**src/core/rat_pkg.sv**
```systemverilog
// Package: constants of the resolution-adjust time measurement block
package rat_pkg;
  // ==========================================================
  // Clock and timing
  localparam int CLK_PERIOD_NS = 10;
  localparam int RECOVERY_NS = 15;
  localparam int RECOVERY_CYCLES = (RECOVERY_NS + CLK_PERIOD_NS - 1) / CLK_PERIOD_NS;
  localparam int ALU_TIME_NS = 180;
  localparam int ALU_CYCLES = ALU_TIME_NS / CLK_PERIOD_NS;
  localparam int LOCK_DELAY_MS = 10;
  localparam int LOCK_CYCLES = (LOCK_DELAY_MS * 1000000) / CLK_PERIOD_NS;

  // ==========================================================
  // Measurement range in LSB
  localparam logic [15:0] RANGE_LSB = 16'h3C00;     // 15.360
  localparam logic [15:0] WRAP_LSB = 16'h7800;      // 30.720

  // ==========================================================
  // Control fields and reset values
  localparam int MODE_BIT = 7;                      // control 1
  localparam int SEARCH_BIT = 3;                    // register 4
  localparam int OVF_ROUTE_BIT = 7;                 // register 6
  localparam int LOCK_FLAG_BIT = 7;                 // status 1
  localparam int OVF_FLAG_BIT = 6;                  // status 1
  localparam int HIT_EN_CH1_LSB = 0;                // control 7, bits 2-0
  localparam int HIT_EN_CH2_LSB = 3;                // control 7, bits 5-3
  localparam logic [5:0] HIT_EN_RESET = 6'h24;      // 4 hits each
  localparam logic [2:0] MAX_HITS = 3'h4;
  localparam logic [7:0] MULT_RESET = 8'h64;
  localparam logic [7:0] MULT_TAKE_DERIVED = 8'hE1; // 225
  localparam logic [7:0] DUTY_HALF = 8'h80;
  localparam logic [7:0] DUTY_RESET = 8'h80;

  // ==========================================================
  // ALU selector codes
  localparam logic [3:0] SEL_CH1_BASE = 4'h1;
  localparam logic [3:0] SEL_CH2_BASE = 4'h9;
endpackage

```
**src/core/rat_stop_chan.sv**
```systemverilog
// Module: one stop channel with recovery gate and hit capture
`timescale 1ns/1ns
`default_nettype none
module rat_stop_chan #(
  parameter int REC_CYCLES = rat_pkg::RECOVERY_CYCLES
) (
  input wire logic clk_in,                 // clock
  input wire logic rst_n_in,               // async reset, active low
  input wire logic edge_in,                // synchronised stop edge pulse
  input wire logic arm_in,                 // start of a new measurement
  input wire logic [2:0] hit_en_in,        // enabled hit count
  input wire logic [15:0] time_in,         // current timebase value
  output logic accept_out,                 // edge taken this cycle
  output logic [2:0] count_out,            // hits captured
  output logic [3:0][15:0] stamps_out      // captured times
);
  logic [2:0] count_ff;
  logic [2:0] nxt_count;
  logic [3:0][15:0] stamps_ff;
  logic [3:0][15:0] nxt_stamps;
  logic [3:0] rec_ff;
  logic [3:0] nxt_rec;
  logic take;
  logic [2:0] limit;

  // ==========================================================
  // Capture
  always_comb begin
    limit = (hit_en_in > rat_pkg::MAX_HITS) ? rat_pkg::MAX_HITS : hit_en_in;
    take = edge_in && (rec_ff == 4'h0) && (count_ff < limit);
    nxt_count = count_ff;
    nxt_stamps = stamps_ff;
    nxt_rec = (rec_ff != 4'h0) ? rec_ff - 4'h1 : 4'h0;
    // Recovery restarts on any edge, taken or not, as a real channel would
    if (edge_in) begin
      nxt_rec = 4'(REC_CYCLES - 1);
    end
    if (arm_in) begin
      nxt_count = 3'h0;
    end else if (take) begin
      nxt_stamps[count_ff[1:0]] = time_in;
      nxt_count = count_ff + 3'h1;
    end
  end

  always_ff @(posedge clk_in or negedge rst_n_in) begin
    if (!rst_n_in) begin
      count_ff <= 3'h0;
      stamps_ff <= '0;
      rec_ff <= 4'h0;
    end else begin
      count_ff <= nxt_count;
      stamps_ff <= nxt_stamps;
      rec_ff <= nxt_rec;
    end
  end

  assign accept_out = take && !arm_in;
  assign count_out = count_ff;
  assign stamps_out = stamps_ff;
endmodule
`default_nettype wire

```
**src/core/rat_top.sv**
```systemverilog
// Module: resolution-adjust time measurement core with PLL control
// Behaviour
// No start input; the first stop on either channel starts the timebase.
// A second event on one channel within 15 ns is not recognised.
// Events on different channels need no separation.
// Sources deliver all events within 15.360 LSB of the first one.
// ALU subtracts any hit from any other; no calibration; multiply only if positive.
// Selector holds two nibbles; result is lower-selected minus upper-selected hit.
// Codes 1-4 pick channel 1 hits, 9-C channel 2 hits.
// Result is 16 bits; calculation takes about 180 ns.
// Host uses this mode only with measurement range 1.
// No calibration values are generated while the mode is on.
// Host subtracts lower hit from higher hit in high resolution.
// Mode enable bit, off after reset.
// Hit count per channel 1 to 4, default 4.
// Lock flag rises about 10 ms after the loop locks.
// Locked loop drives phase output with varying-duty clock.
// Lock loss clears flag, floating resolution, relock automatically.
// Search mode: open loop, 50 percent phase clock, derived multiplier.
// Multiplier written 225 then search off applies the derived value.
// Timeout only sets a flag; hits still accepted until count reached.
// ALU values above 15.360 LSB get 30.720 LSB subtracted.
// Overflow flag in status bit 6, routable to the interrupt pin.
// Host adds 30.720 LSB to negative or overflow-flagged results.
// RLC measurements may run without leaving the mode.
// Hits beyond the enabled count are ignored until rearmed.
`timescale 1ns/1ns
`default_nettype none
module rat_top #(
  parameter int LOCK_CYCLES = rat_pkg::LOCK_CYCLES,
  parameter int ALU_CYCLES = rat_pkg::ALU_CYCLES
) (
  input wire logic clk_in,                    // 100 MHz clock
  input wire logic rst_n_in,                  // async reset, active low
  input wire logic stop1_in,                  // stop pin channel 1, rising edge
  input wire logic stop2_in,                  // stop pin channel 2, rising edge
  input wire logic mode_en_in,                // resolution-adjust on
  input wire logic [5:0] hit_count_enable_in, // per channel hit counts
  input wire logic [7:0] alu_sel_in,          // two hit selector nibbles
  input wire logic mult_en_in,                // multiply positive results
  input wire logic [7:0] mult_factor_in,      // multiplier for results
  input wire logic arm_in,                    // arm a new measurement, pulse
  input wire logic alu_start_in,              // start ALU calculation, pulse
  input wire logic open_loop_search_mode_in,  // open-loop parameter search
  input wire logic mult_wr_in,                // write multiplier register, pulse
  input wire logic [7:0] mult_wr_data_in,     // multiplier write data
  input wire logic ovf_route_in,              // overflow flag to interrupt pin
  input wire logic pll_fast_in,               // loop comparator: core too fast
  input wire logic pll_in_range_in,           // loop within regulation range
  input wire logic cal_req_in,                // calibration request, pulse
  input wire logic rlc_req_in,                // RLC measurement request, pulse
  output logic [7:0] status_out,              // bit 7 lock, bit 6 overflow
  output logic timeout_out,                   // timeout flag
  output logic [15:0] result_out,             // ALU result
  output logic result_valid_out,              // result ready pulse
  output logic alu_busy_out,                  // calculation running
  output logic sel_err_out,                   // illegal selector code seen
  output logic [2:0] hits_ch1_out,            // hits captured channel 1
  output logic [2:0] hits_ch2_out,            // hits captured channel 2
  output logic phase_out,                     // loop phase clock
  output logic int_out,                       // interrupt pin
  output logic [7:0] resolution_multiplier_value_out, // active multiplier
  output logic [7:0] derived_mult_out,        // value found by search
  output logic cal_start_out,                 // calibration start, pulse
  output logic rlc_start_out                  // RLC start, pulse
);
  // ==========================================================
  // Pin synchronisers and edge detect
  logic [2:0] s1_ff;
  logic [2:0] s2_ff;
  logic [1:0] fast_ff;
  logic [1:0] range_ff;
  logic ev1;
  logic ev2;

  always_ff @(posedge clk_in or negedge rst_n_in) begin
    if (!rst_n_in) begin
      s1_ff <= 3'h0;
      s2_ff <= 3'h0;
      fast_ff <= 2'h0;
      range_ff <= 2'h0;
    end else begin
      s1_ff <= {s1_ff[1:0], stop1_in};
      s2_ff <= {s2_ff[1:0], stop2_in};
      fast_ff <= {fast_ff[0], pll_fast_in};
      range_ff <= {range_ff[0], pll_in_range_in};
    end
  end

  // Edges only count while the mode is on
  assign ev1 = mode_en_in && s1_ff[1] && !s1_ff[2];
  assign ev2 = mode_en_in && s2_ff[1] && !s2_ff[2];

  // ==========================================================
  // Timebase
  logic running_ff;
  logic nxt_running;
  logic [15:0] time_ff;
  logic [15:0] nxt_time;
  logic [15:0] elapsed_ff;
  logic [15:0] nxt_elapsed;
  logic timeout_ff;
  logic nxt_timeout;
  logic ovf_ff;
  logic nxt_ovf;
  logic [15:0] stamp_time;
  logic acc1;
  logic acc2;

  always_comb begin
    nxt_running = running_ff;
    nxt_time = time_ff;
    nxt_elapsed = elapsed_ff;
    nxt_timeout = timeout_ff;
    nxt_ovf = ovf_ff;
    if (arm_in) begin
      nxt_running = 1'b0;
      nxt_time = 16'h0000;
      nxt_elapsed = 16'h0000;
      nxt_timeout = 1'b0;
      nxt_ovf = 1'b0;
    end
    // Arm starts a new measurement, so it outranks the running count
    if (running_ff && !arm_in) begin
      nxt_time = time_ff + 16'h0001;
      if (elapsed_ff != 16'hFFFF) begin
        nxt_elapsed = elapsed_ff + 16'h0001;
      end
      // Flags only; measuring carries on past the range
      if (elapsed_ff >= rat_pkg::RANGE_LSB) begin
        nxt_timeout = 1'b1;
      end
      if (elapsed_ff >= rat_pkg::WRAP_LSB) begin
        nxt_ovf = 1'b1;
      end
    end else if ((acc1 || acc2) && !arm_in) begin
      nxt_running = 1'b1;
      nxt_time = 16'h0001;
      nxt_elapsed = 16'h0001;
    end
  end

  always_ff @(posedge clk_in or negedge rst_n_in) begin
    if (!rst_n_in) begin
      running_ff <= 1'b0;
      time_ff <= 16'h0000;
      elapsed_ff <= 16'h0000;
      timeout_ff <= 1'b0;
      ovf_ff <= 1'b0;
    end else begin
      running_ff <= nxt_running;
      time_ff <= nxt_time;
      elapsed_ff <= nxt_elapsed;
      timeout_ff <= nxt_timeout;
      ovf_ff <= nxt_ovf;
    end
  end

  // First event reads as time zero
  assign stamp_time = running_ff ? time_ff : 16'h0000;

  // ==========================================================
  // Stop channels, independent so no cross-channel spacing applies
  logic [2:0] cnt1;
  logic [2:0] cnt2;
  logic [3:0][15:0] st1;
  logic [3:0][15:0] st2;

  rat_stop_chan u_ch1 (
    .clk_in(clk_in),
    .rst_n_in(rst_n_in),
    .edge_in(ev1),
    .arm_in(arm_in),
    .hit_en_in(hit_count_enable_in[rat_pkg::HIT_EN_CH1_LSB +: 3]),
    .time_in(stamp_time),
    .accept_out(acc1),
    .count_out(cnt1),
    .stamps_out(st1)
  );

  rat_stop_chan u_ch2 (
    .clk_in(clk_in),
    .rst_n_in(rst_n_in),
    .edge_in(ev2),
    .arm_in(arm_in),
    .hit_en_in(hit_count_enable_in[rat_pkg::HIT_EN_CH2_LSB +: 3]),
    .time_in(stamp_time),
    .accept_out(acc2),
    .count_out(cnt2),
    .stamps_out(st2)
  );

  // ==========================================================
  // ALU
  function automatic logic [16:0] pick_hit(input logic [3:0] code,
                                           input logic [3:0][15:0] a,
                                           input logic [3:0][15:0] b);
    logic [3:0] idx;
    idx = 4'h0;
    pick_hit = 17'h00000;
    if (code >= rat_pkg::SEL_CH1_BASE && code < rat_pkg::SEL_CH1_BASE + 4'h4) begin
      idx = code - rat_pkg::SEL_CH1_BASE;
      pick_hit = {1'b1, a[idx[1:0]]};
    end else if (code >= rat_pkg::SEL_CH2_BASE && code < rat_pkg::SEL_CH2_BASE + 4'h4) begin
      idx = code - rat_pkg::SEL_CH2_BASE;
      pick_hit = {1'b1, b[idx[1:0]]};
    end
  endfunction

  logic busy_ff;
  logic nxt_busy;
  logic [7:0] alu_cnt_ff;
  logic [7:0] nxt_alu_cnt;
  logic [15:0] res_ff;
  logic [15:0] nxt_res;
  logic valid_ff;
  logic nxt_valid;
  logic err_ff;
  logic nxt_err;
  logic [16:0] lo_hit;
  logic [16:0] hi_hit;
  logic signed [17:0] diff;
  logic signed [17:0] adj;
  logic [23:0] prod;

  always_comb begin
    lo_hit = pick_hit(alu_sel_in[3:0], st1, st2);
    hi_hit = pick_hit(alu_sel_in[7:4], st1, st2);
    diff = $signed({2'b00, lo_hit[15:0]}) - $signed({2'b00, hi_hit[15:0]});
    adj = diff;
    if (diff > $signed({2'b00, rat_pkg::RANGE_LSB})) begin
      adj = diff - $signed({2'b00, rat_pkg::WRAP_LSB});
    end
    prod = adj[15:0] * mult_factor_in;
    nxt_busy = busy_ff;
    nxt_alu_cnt = alu_cnt_ff;
    nxt_res = res_ff;
    nxt_valid = 1'b0;
    nxt_err = err_ff;
    if (alu_start_in && !busy_ff) begin
      nxt_busy = 1'b1;
      nxt_alu_cnt = 8'(ALU_CYCLES - 1);
      nxt_err = !(lo_hit[16] && hi_hit[16]);
    end else if (busy_ff) begin
      if (alu_cnt_ff == 8'h00) begin
        nxt_busy = 1'b0;
        nxt_valid = 1'b1;
        // No calibration step; multiply only a positive difference
        if (mult_en_in && adj > 18'sd0) begin
          nxt_res = prod[15:0];
        end else begin
          nxt_res = adj[15:0];
        end
      end else begin
        nxt_alu_cnt = alu_cnt_ff - 8'h01;
      end
    end
  end

  always_ff @(posedge clk_in or negedge rst_n_in) begin
    if (!rst_n_in) begin
      busy_ff <= 1'b0;
      alu_cnt_ff <= 8'h00;
      res_ff <= 16'h0000;
      valid_ff <= 1'b0;
      err_ff <= 1'b0;
    end else begin
      busy_ff <= nxt_busy;
      alu_cnt_ff <= nxt_alu_cnt;
      res_ff <= nxt_res;
      valid_ff <= nxt_valid;
      err_ff <= nxt_err;
    end
  end

  // ==========================================================
  // Loop: lock detect, phase clock, parameter search
  logic lock_ff;
  logic nxt_lock;
  logic [31:0] lock_cnt_ff;
  logic [31:0] nxt_lock_cnt;
  logic [7:0] pwm_ff;
  logic [7:0] nxt_pwm;
  logic [7:0] duty_ff;
  logic [7:0] nxt_duty;
  logic phase_ff;
  logic nxt_phase;
  logic [7:0] mult_ff;
  logic [7:0] nxt_mult;
  logic [7:0] derived_ff;
  logic [7:0] nxt_derived;
  logic search_d_ff;
  logic search_on;
  logic closed;

  always_comb begin
    search_on = mode_en_in && open_loop_search_mode_in;
    closed = mode_en_in && !open_loop_search_mode_in;
    nxt_lock = lock_ff;
    nxt_lock_cnt = lock_cnt_ff;
    if (!closed || !range_ff[1]) begin
      // Out of range: floating resolution, counter restarts for relock
      nxt_lock = 1'b0;
      nxt_lock_cnt = 32'h00000000;
    end else if (lock_cnt_ff >= 32'(LOCK_CYCLES - 1)) begin
      nxt_lock = 1'b1;
    end else begin
      nxt_lock_cnt = lock_cnt_ff + 32'h00000001;
    end
    nxt_pwm = pwm_ff + 8'h01;
    nxt_duty = duty_ff;
    nxt_derived = derived_ff;
    // One correction per phase period keeps the loop slow and stable
    if (pwm_ff == 8'hFF) begin
      if (closed) begin
        if (fast_ff[1] && duty_ff != 8'h00) begin
          nxt_duty = duty_ff - 8'h01;
        end else if (!fast_ff[1] && duty_ff != 8'hFF) begin
          nxt_duty = duty_ff + 8'h01;
        end
      end
      if (search_on) begin
        if (fast_ff[1] && derived_ff != 8'hFF) begin
          nxt_derived = derived_ff + 8'h01;
        end else if (!fast_ff[1] && derived_ff != 8'h00) begin
          nxt_derived = derived_ff - 8'h01;
        end
      end
    end
    if (search_on) begin
      nxt_phase = (nxt_pwm < rat_pkg::DUTY_HALF);
    end else if (closed) begin
      nxt_phase = (nxt_pwm < duty_ff);
    end else begin
      nxt_phase = 1'b0;
    end
    nxt_mult = mult_ff;
    if (mult_wr_in) begin
      nxt_mult = mult_wr_data_in;
    end else if (search_d_ff && !open_loop_search_mode_in
                 && mult_ff == rat_pkg::MULT_TAKE_DERIVED) begin
      nxt_mult = derived_ff;
    end
  end

  always_ff @(posedge clk_in or negedge rst_n_in) begin
    if (!rst_n_in) begin
      lock_ff <= 1'b0;
      lock_cnt_ff <= 32'h00000000;
      pwm_ff <= 8'h00;
      duty_ff <= rat_pkg::DUTY_RESET;
      phase_ff <= 1'b0;
      mult_ff <= rat_pkg::MULT_RESET;
      derived_ff <= rat_pkg::MULT_RESET;
      search_d_ff <= 1'b0;
    end else begin
      lock_ff <= nxt_lock;
      lock_cnt_ff <= nxt_lock_cnt;
      pwm_ff <= nxt_pwm;
      duty_ff <= nxt_duty;
      phase_ff <= nxt_phase;
      mult_ff <= nxt_mult;
      derived_ff <= nxt_derived;
      search_d_ff <= open_loop_search_mode_in;
    end
  end

  // ==========================================================
  // Side requests and registered outputs
  logic cal_ff;
  logic rlc_ff;
  logic int_ff;
  logic [2:0] h1_ff;
  logic [2:0] h2_ff;

  always_ff @(posedge clk_in or negedge rst_n_in) begin
    if (!rst_n_in) begin
      cal_ff <= 1'b0;
      rlc_ff <= 1'b0;
      int_ff <= 1'b0;
      h1_ff <= 3'h0;
      h2_ff <= 3'h0;
    end else begin
      cal_ff <= cal_req_in && !mode_en_in;
      rlc_ff <= rlc_req_in;
      int_ff <= ovf_route_in && ovf_ff;
      h1_ff <= cnt1;
      h2_ff <= cnt2;
    end
  end

  always_comb begin
    status_out = 8'h00;
    status_out[rat_pkg::LOCK_FLAG_BIT] = lock_ff;
    status_out[rat_pkg::OVF_FLAG_BIT] = ovf_ff;
  end

  assign timeout_out = timeout_ff;
  assign result_out = res_ff;
  assign result_valid_out = valid_ff;
  assign alu_busy_out = busy_ff;
  assign sel_err_out = err_ff;
  assign hits_ch1_out = h1_ff;
  assign hits_ch2_out = h2_ff;
  assign phase_out = phase_ff;
  assign int_out = int_ff;
  assign resolution_multiplier_value_out = mult_ff;
  assign derived_mult_out = derived_ff;
  assign cal_start_out = cal_ff;
  assign rlc_start_out = rlc_ff;
endmodule
`default_nettype wire

```
**config.mk**
```make
export PLATFORM = sky130hd
export DESIGN_NAME = rat_top
export DESIGN_NICKNAME = d
export VERILOG_FILES = /design/src/core/rat_pkg.sv /design/src/core/rat_stop_chan.sv /design/src/core/rat_top.sv
export SDC_FILE = /design/constraint.sdc
export NUM_CORES = 1
export LEC_CHECK = 0
export BUFFER_PORTS_ARGS = -buffer_cell sky130_fd_sc_hd__clkbuf_2
export CELL_PAD_IN_SITES_DETAIL_PLACEMENT = 0
export CELL_PAD_IN_SITES_GLOBAL_PLACEMENT = 1
export CORE_MARGIN = 8
export CORE_UTILIZATION = 45
export CTS_BUF_LIST = sky130_fd_sc_hd__clkbuf_16
export DETAILED_ROUTE_END_ITERATION = 16
export GPL_TIMING_DRIVEN = 0
export PLACE_DENSITY_LB_ADDON = 0.1
export RECOVER_POWER = 100
export SETUP_SLACK_MARGIN = 0.05
export SYNTH_ARGS = -nofsm -noshare
export SYNTH_HDL_FRONTEND = slang
export SYNTH_SLANG_ARGS = --single-unit
```
**constraint.sdc**
```tcl
create_clock -name clk_in -period 11.5 [get_ports clk_in]
set_input_delay 1.15 -clock clk_in [delete_from_list [all_inputs] [get_ports clk_in]]
set_output_delay 1.15 -clock clk_in [all_outputs]
set_load 0.1 [all_outputs]
```
==> results.json <==
{
  "status": "complete, but fails checks",
  "violations": "max-capacitance violations, max-slew violations",
  "crit_slowest_cell": "clkbuf_1",
  "synthFlopType": "dfrtp_1",
  "pin_count": 99,
  "clk_latency_ns": 0.55,
  "p_per_area_nw_per_um2": 122,
  "vias_per_cell": 5.52,
  "cts_sinks": 290,
  "irDropWorstVdd_uv": 110,
  "drive_gt1_frac": 0.0895,
  "finalCriticalPeriod_ns": 10.80,
  "hold_path_class": "reg2reg",
  "grt_antenna_before_repair": 0,
  "finalMaxSlewViolations": 199,
  "num_antenna_cells": 0,
  "maxCapViolCount": 3,
  "cpMostUsedCell": "xnor2_1",
  "slew_headroom": -2.68,
  "setup_violations": 0,
  "vias": 14277,
  "drc": 0,
  "total_power_w": 0.00250,
  "io_buffers": 89,
  "dr.first_iter.drc_count": 1025,
  "crit_path_end_kind": "register",
  "gp_congestion": 0.822,
  "rows": 74,
  "clockRootBuffer": "clkbuf_16",
  "antenna_left": 0,
  "gr-total-overflow": 0,
  "area.growth.synth_to_final_pct": 11.6,
  "die_area_um2": 47700,
  "grt_pass1_vias": 14658,
  "syn-cell-area_um2": 18400,
  "firstDrtPassIters": 5,
  "synthArstFlopShare": 1.00,
  "cp.required_ns": 11.97,
  "cp_max_fo": 10,
  "fin_tns_setup_ns": 0,
  "syn_inst": 1897,
  "skew_ns": 0.0169,
  "yosysUniqueCellTypes": 74,
  "start_kind": "input port",
  "grt_pass1_wl_um": 80400,
  "wl_per_cell_um": 19.0,
  "setup_ws_ns": 0.698,
  "fin_crit_sh": 0.939,
  "numCtsBuffers": 34,
  "p_leak_nw": 9.24,
  "final_nets": 2228,
  "cts_tree": "done",
  "yosysSeqAreaShare": 0.394,
  "cts.clk_slew.worst_paths_ns": 0.07,
  "tightest_slew_ns": 5.52,
  "fillers": 3863,
  "cts_buffer_depth": 3,
  "grt_start_max_net_pins": 104,
  "chipHeight_um": 218,
  "ys_ff_latch": 290,
  "holdWs_ns": 0.348,
  "wirelength_um": 49300,
  "ys_warn_count": 0,
  "worstPathArrival_ns": 11.27,
  "postCtsSetupBuffers": 0,
  "dieWidth_um": 218,
  "initial_core_util": 0.453,
  "synth.avg_cell_area_um2": 9.71,
  "rsz0062_at_grt": "no",
  "timing.fmax_ghz": 0.0926,
  "track_usage": 0.210,
  "cpPeakStageDelay_ns": 0.65,
  "coreArea_um2": 40600,
  "critical_path_class": "in2reg",
  "htree_levels": 2,
  "hold_viol_final": 0,
  "place_ws_ns": -0.228,
  "dpl.hpwl_um": 36300,
  "synth_edf_count": 0
}
power breakdown:
group          switching, W  internal [W]
logic              0.000264     0.0000952
clock network      0.000439      0.000598
registers         0.0000329       0.00107
total              0.000735       0.00176
synthesized netlist by cell type, types with 3 or more instances:
library cell,number,area share
ha_1,89,0.060
o21bai_1,4,0.0016
nand3_1,31,0.0084
o21ai_0,222,0.060
dfrtp_1,283,0.38
mux2i_1,27,0.015
nor3_1,19,0.0052
o41ai_1,4,0.0019
nor2b_1,25,0.0085
o31ai_1,4,0.0016
a31o_2,3,0.0014
nand4_1,18,0.0061
and3_1,40,0.014
a32oi_1,14,0.0067
a2111oi_0,3,0.0014
nor4_1,11,0.0037
a21boi_0,5,0.0020
nand3b_1,3,0.0012
buf_1,11,0.0022
o211ai_1,4,0.0016
or2_2,6,0.0020
a31oi_1,14,0.0048
or4_1,3,0.0012
and2_1,33,0.011
or3_1,6,0.0020
o2bb2ai_1,15,0.0071
inv_1,128,0.026
a211oi_1,5,0.0020
buf_4,8,0.0033
a21o_1,21,0.0086
o21ai_1,10,0.0027
a21oi_1,56,0.015
xnor2_1,54,0.026
clkbuf_1,82,0.017
nor4b_1,3,0.0014
mux2_2,8,0.0049
dfstp_2,7,0.010
xor2_1,33,0.016
fa_1,63,0.068
nand2_1,308,0.063
mux4_2,60,0.073
nor2_1,95,0.019
and4_1,6,0.0029
nand2b_1,14,0.0048
cell usage in the layout (no fill, tap or decap), drive strengths merged, types with 11 or more instances in the layout:
cell	count
nand2	308
dfrtp	283
o21ai	232
clkbuf	213
inv	140
nor2	95
ha	89
fa	63
mux4	60
a21oi	56
xnor2	54
and3	41
xor2	33
and2	33
nand3	31
mux2i	27
nor2b	25
a21o	21
buf	20
nor3	19
nand4	18
o2bb2ai	15
nand2b	14
a32oi	14
a31oi	14
nor4	11
clkinv	11
timing repair:
item | 4_1_cts | 5_1_grt
resized for setup | 0 | 3
setup endpoints to repair | 0 | 1
endpoints found under the hold margin | 0 | 0
hold buffers | 0 | 0
final timing paths:
check / startpoint / cells past startpoint / slack (ns) / end
worst max-delay path: alu_sel_in[4] / 36 / 0.70 / result_out[15]$_DFFE_PN0P_
worst min-delay path: s1_ff[0]$_DFF_PN0_ / 0 / 0.35 / s1_ff[1]$_DFF_PN0_
worst max register to register: u_ch2.stamps_out[48]$_DFFE_PN0P_ / 29 / 3.35 / result_out[15]$_DFFE_PN0P_
worst min register to register: s1_ff[0]$_DFF_PN0_ / 0 / 0.35 / s1_ff[1]$_DFF_PN0_
max in group asynchronous: rst_n_in / 2 / 2.19 / u_ch2.stamps_out[55]$_DFFE_PN0P_
min in group asynchronous: rst_n_in / 1 / 2.29 / derived_mult_out[4]$_DFFE_PN0P_
logic make-up (layout without fill, tap and decap cells):
group           Yosys count  count (layout)  share of synthesized area
compound gates          410             410                      0.132
xor+xnor                 88              88                     0.0427
fa+ha+maj               152             152                      0.129
buf+inv                 233             387                     0.0501
flops                   290             290                      0.394
mux                      95              95                     0.0929
other cells               1               6                   0.000204
simple gates            628             628                      0.158
registers in the layout, indices dropped and copies added, names as in the netlist, 3 cells and up:
| register | count |
|---|---|
| pwm_ff | 8 |
| lock_cnt_ff | 32 |
| alu_cnt_ff | 8 |
| elapsed_ff | 16 |
| u_ch2.rec_ff | 4 |
| u_ch1.stamps_out | 64 |
| resolution_multiplier_value_out | 8 |
| s2_ff | 3 |
| hits_ch2_out | 3 |
| u_ch2.stamps_out | 64 |
| u_ch2.count_out | 3 |
| u_ch1.count_out | 3 |
| derived_mult_out | 8 |
| u_ch1.rec_ff | 4 |
| hits_ch1_out | 3 |
| result_out | 16 |
| s1_ff | 3 |
| duty_ff | 8 |
| time_ff | 16 |
per-layer routing:
| metal | track usage | share of wire |
|---|---|---|
| met4 | 0.0665 | 0.025 |
| met2 | 0.341 | 0.47 |
| met3 | 0.0301 | 0.044 |
| met1 | 0.290 | 0.46 |
| met5 | 0 | 0 |
metrics by stage:
| stage | cell area [um^2] | instances | utilization |
|---|---|---|---|
| floorplan | 18400 | 1902 | - |
| global placement | 19500 | 2523 | 0.481 |
| detailed placement | 19600 | 2527 | 0.483 |
| CTS | 20700 | 2588 | 0.509 |
| global route | 20600 | 2588 | 0.506 |
| finish | 20600 | 2588 | 0.506 |
cell type report:
cell class | count | area, um^2 | area share
sequential | 290 | 7270 | 0.354
clock buffer | 35 | 876 | 0.0426
clock inverter | 26 | 179 | 0.00871
timing repair buffer | 93 | 419 | 0.0204
buffer | 105 | 437 | 0.0212
tap | 532 | 666 | 0.0324
multi-input combinational | 1379 | 10200 | 0.498
inverter | 128 | 480 | 0.0234
critical path: cells and delay by family:
family / cells / cell delay (ns)
buffers and inverters: 8 / 2.44
xor gates and xnor gates: 8 / 1.20
and+or+nand+nor: 5 / 1.21
adders and majority gates: 8 / 3.08
AOI/OAI and AO/OA: 6 / 1.74
muxes: 1 / 0.41
Power figures use the tool's default switching activity.
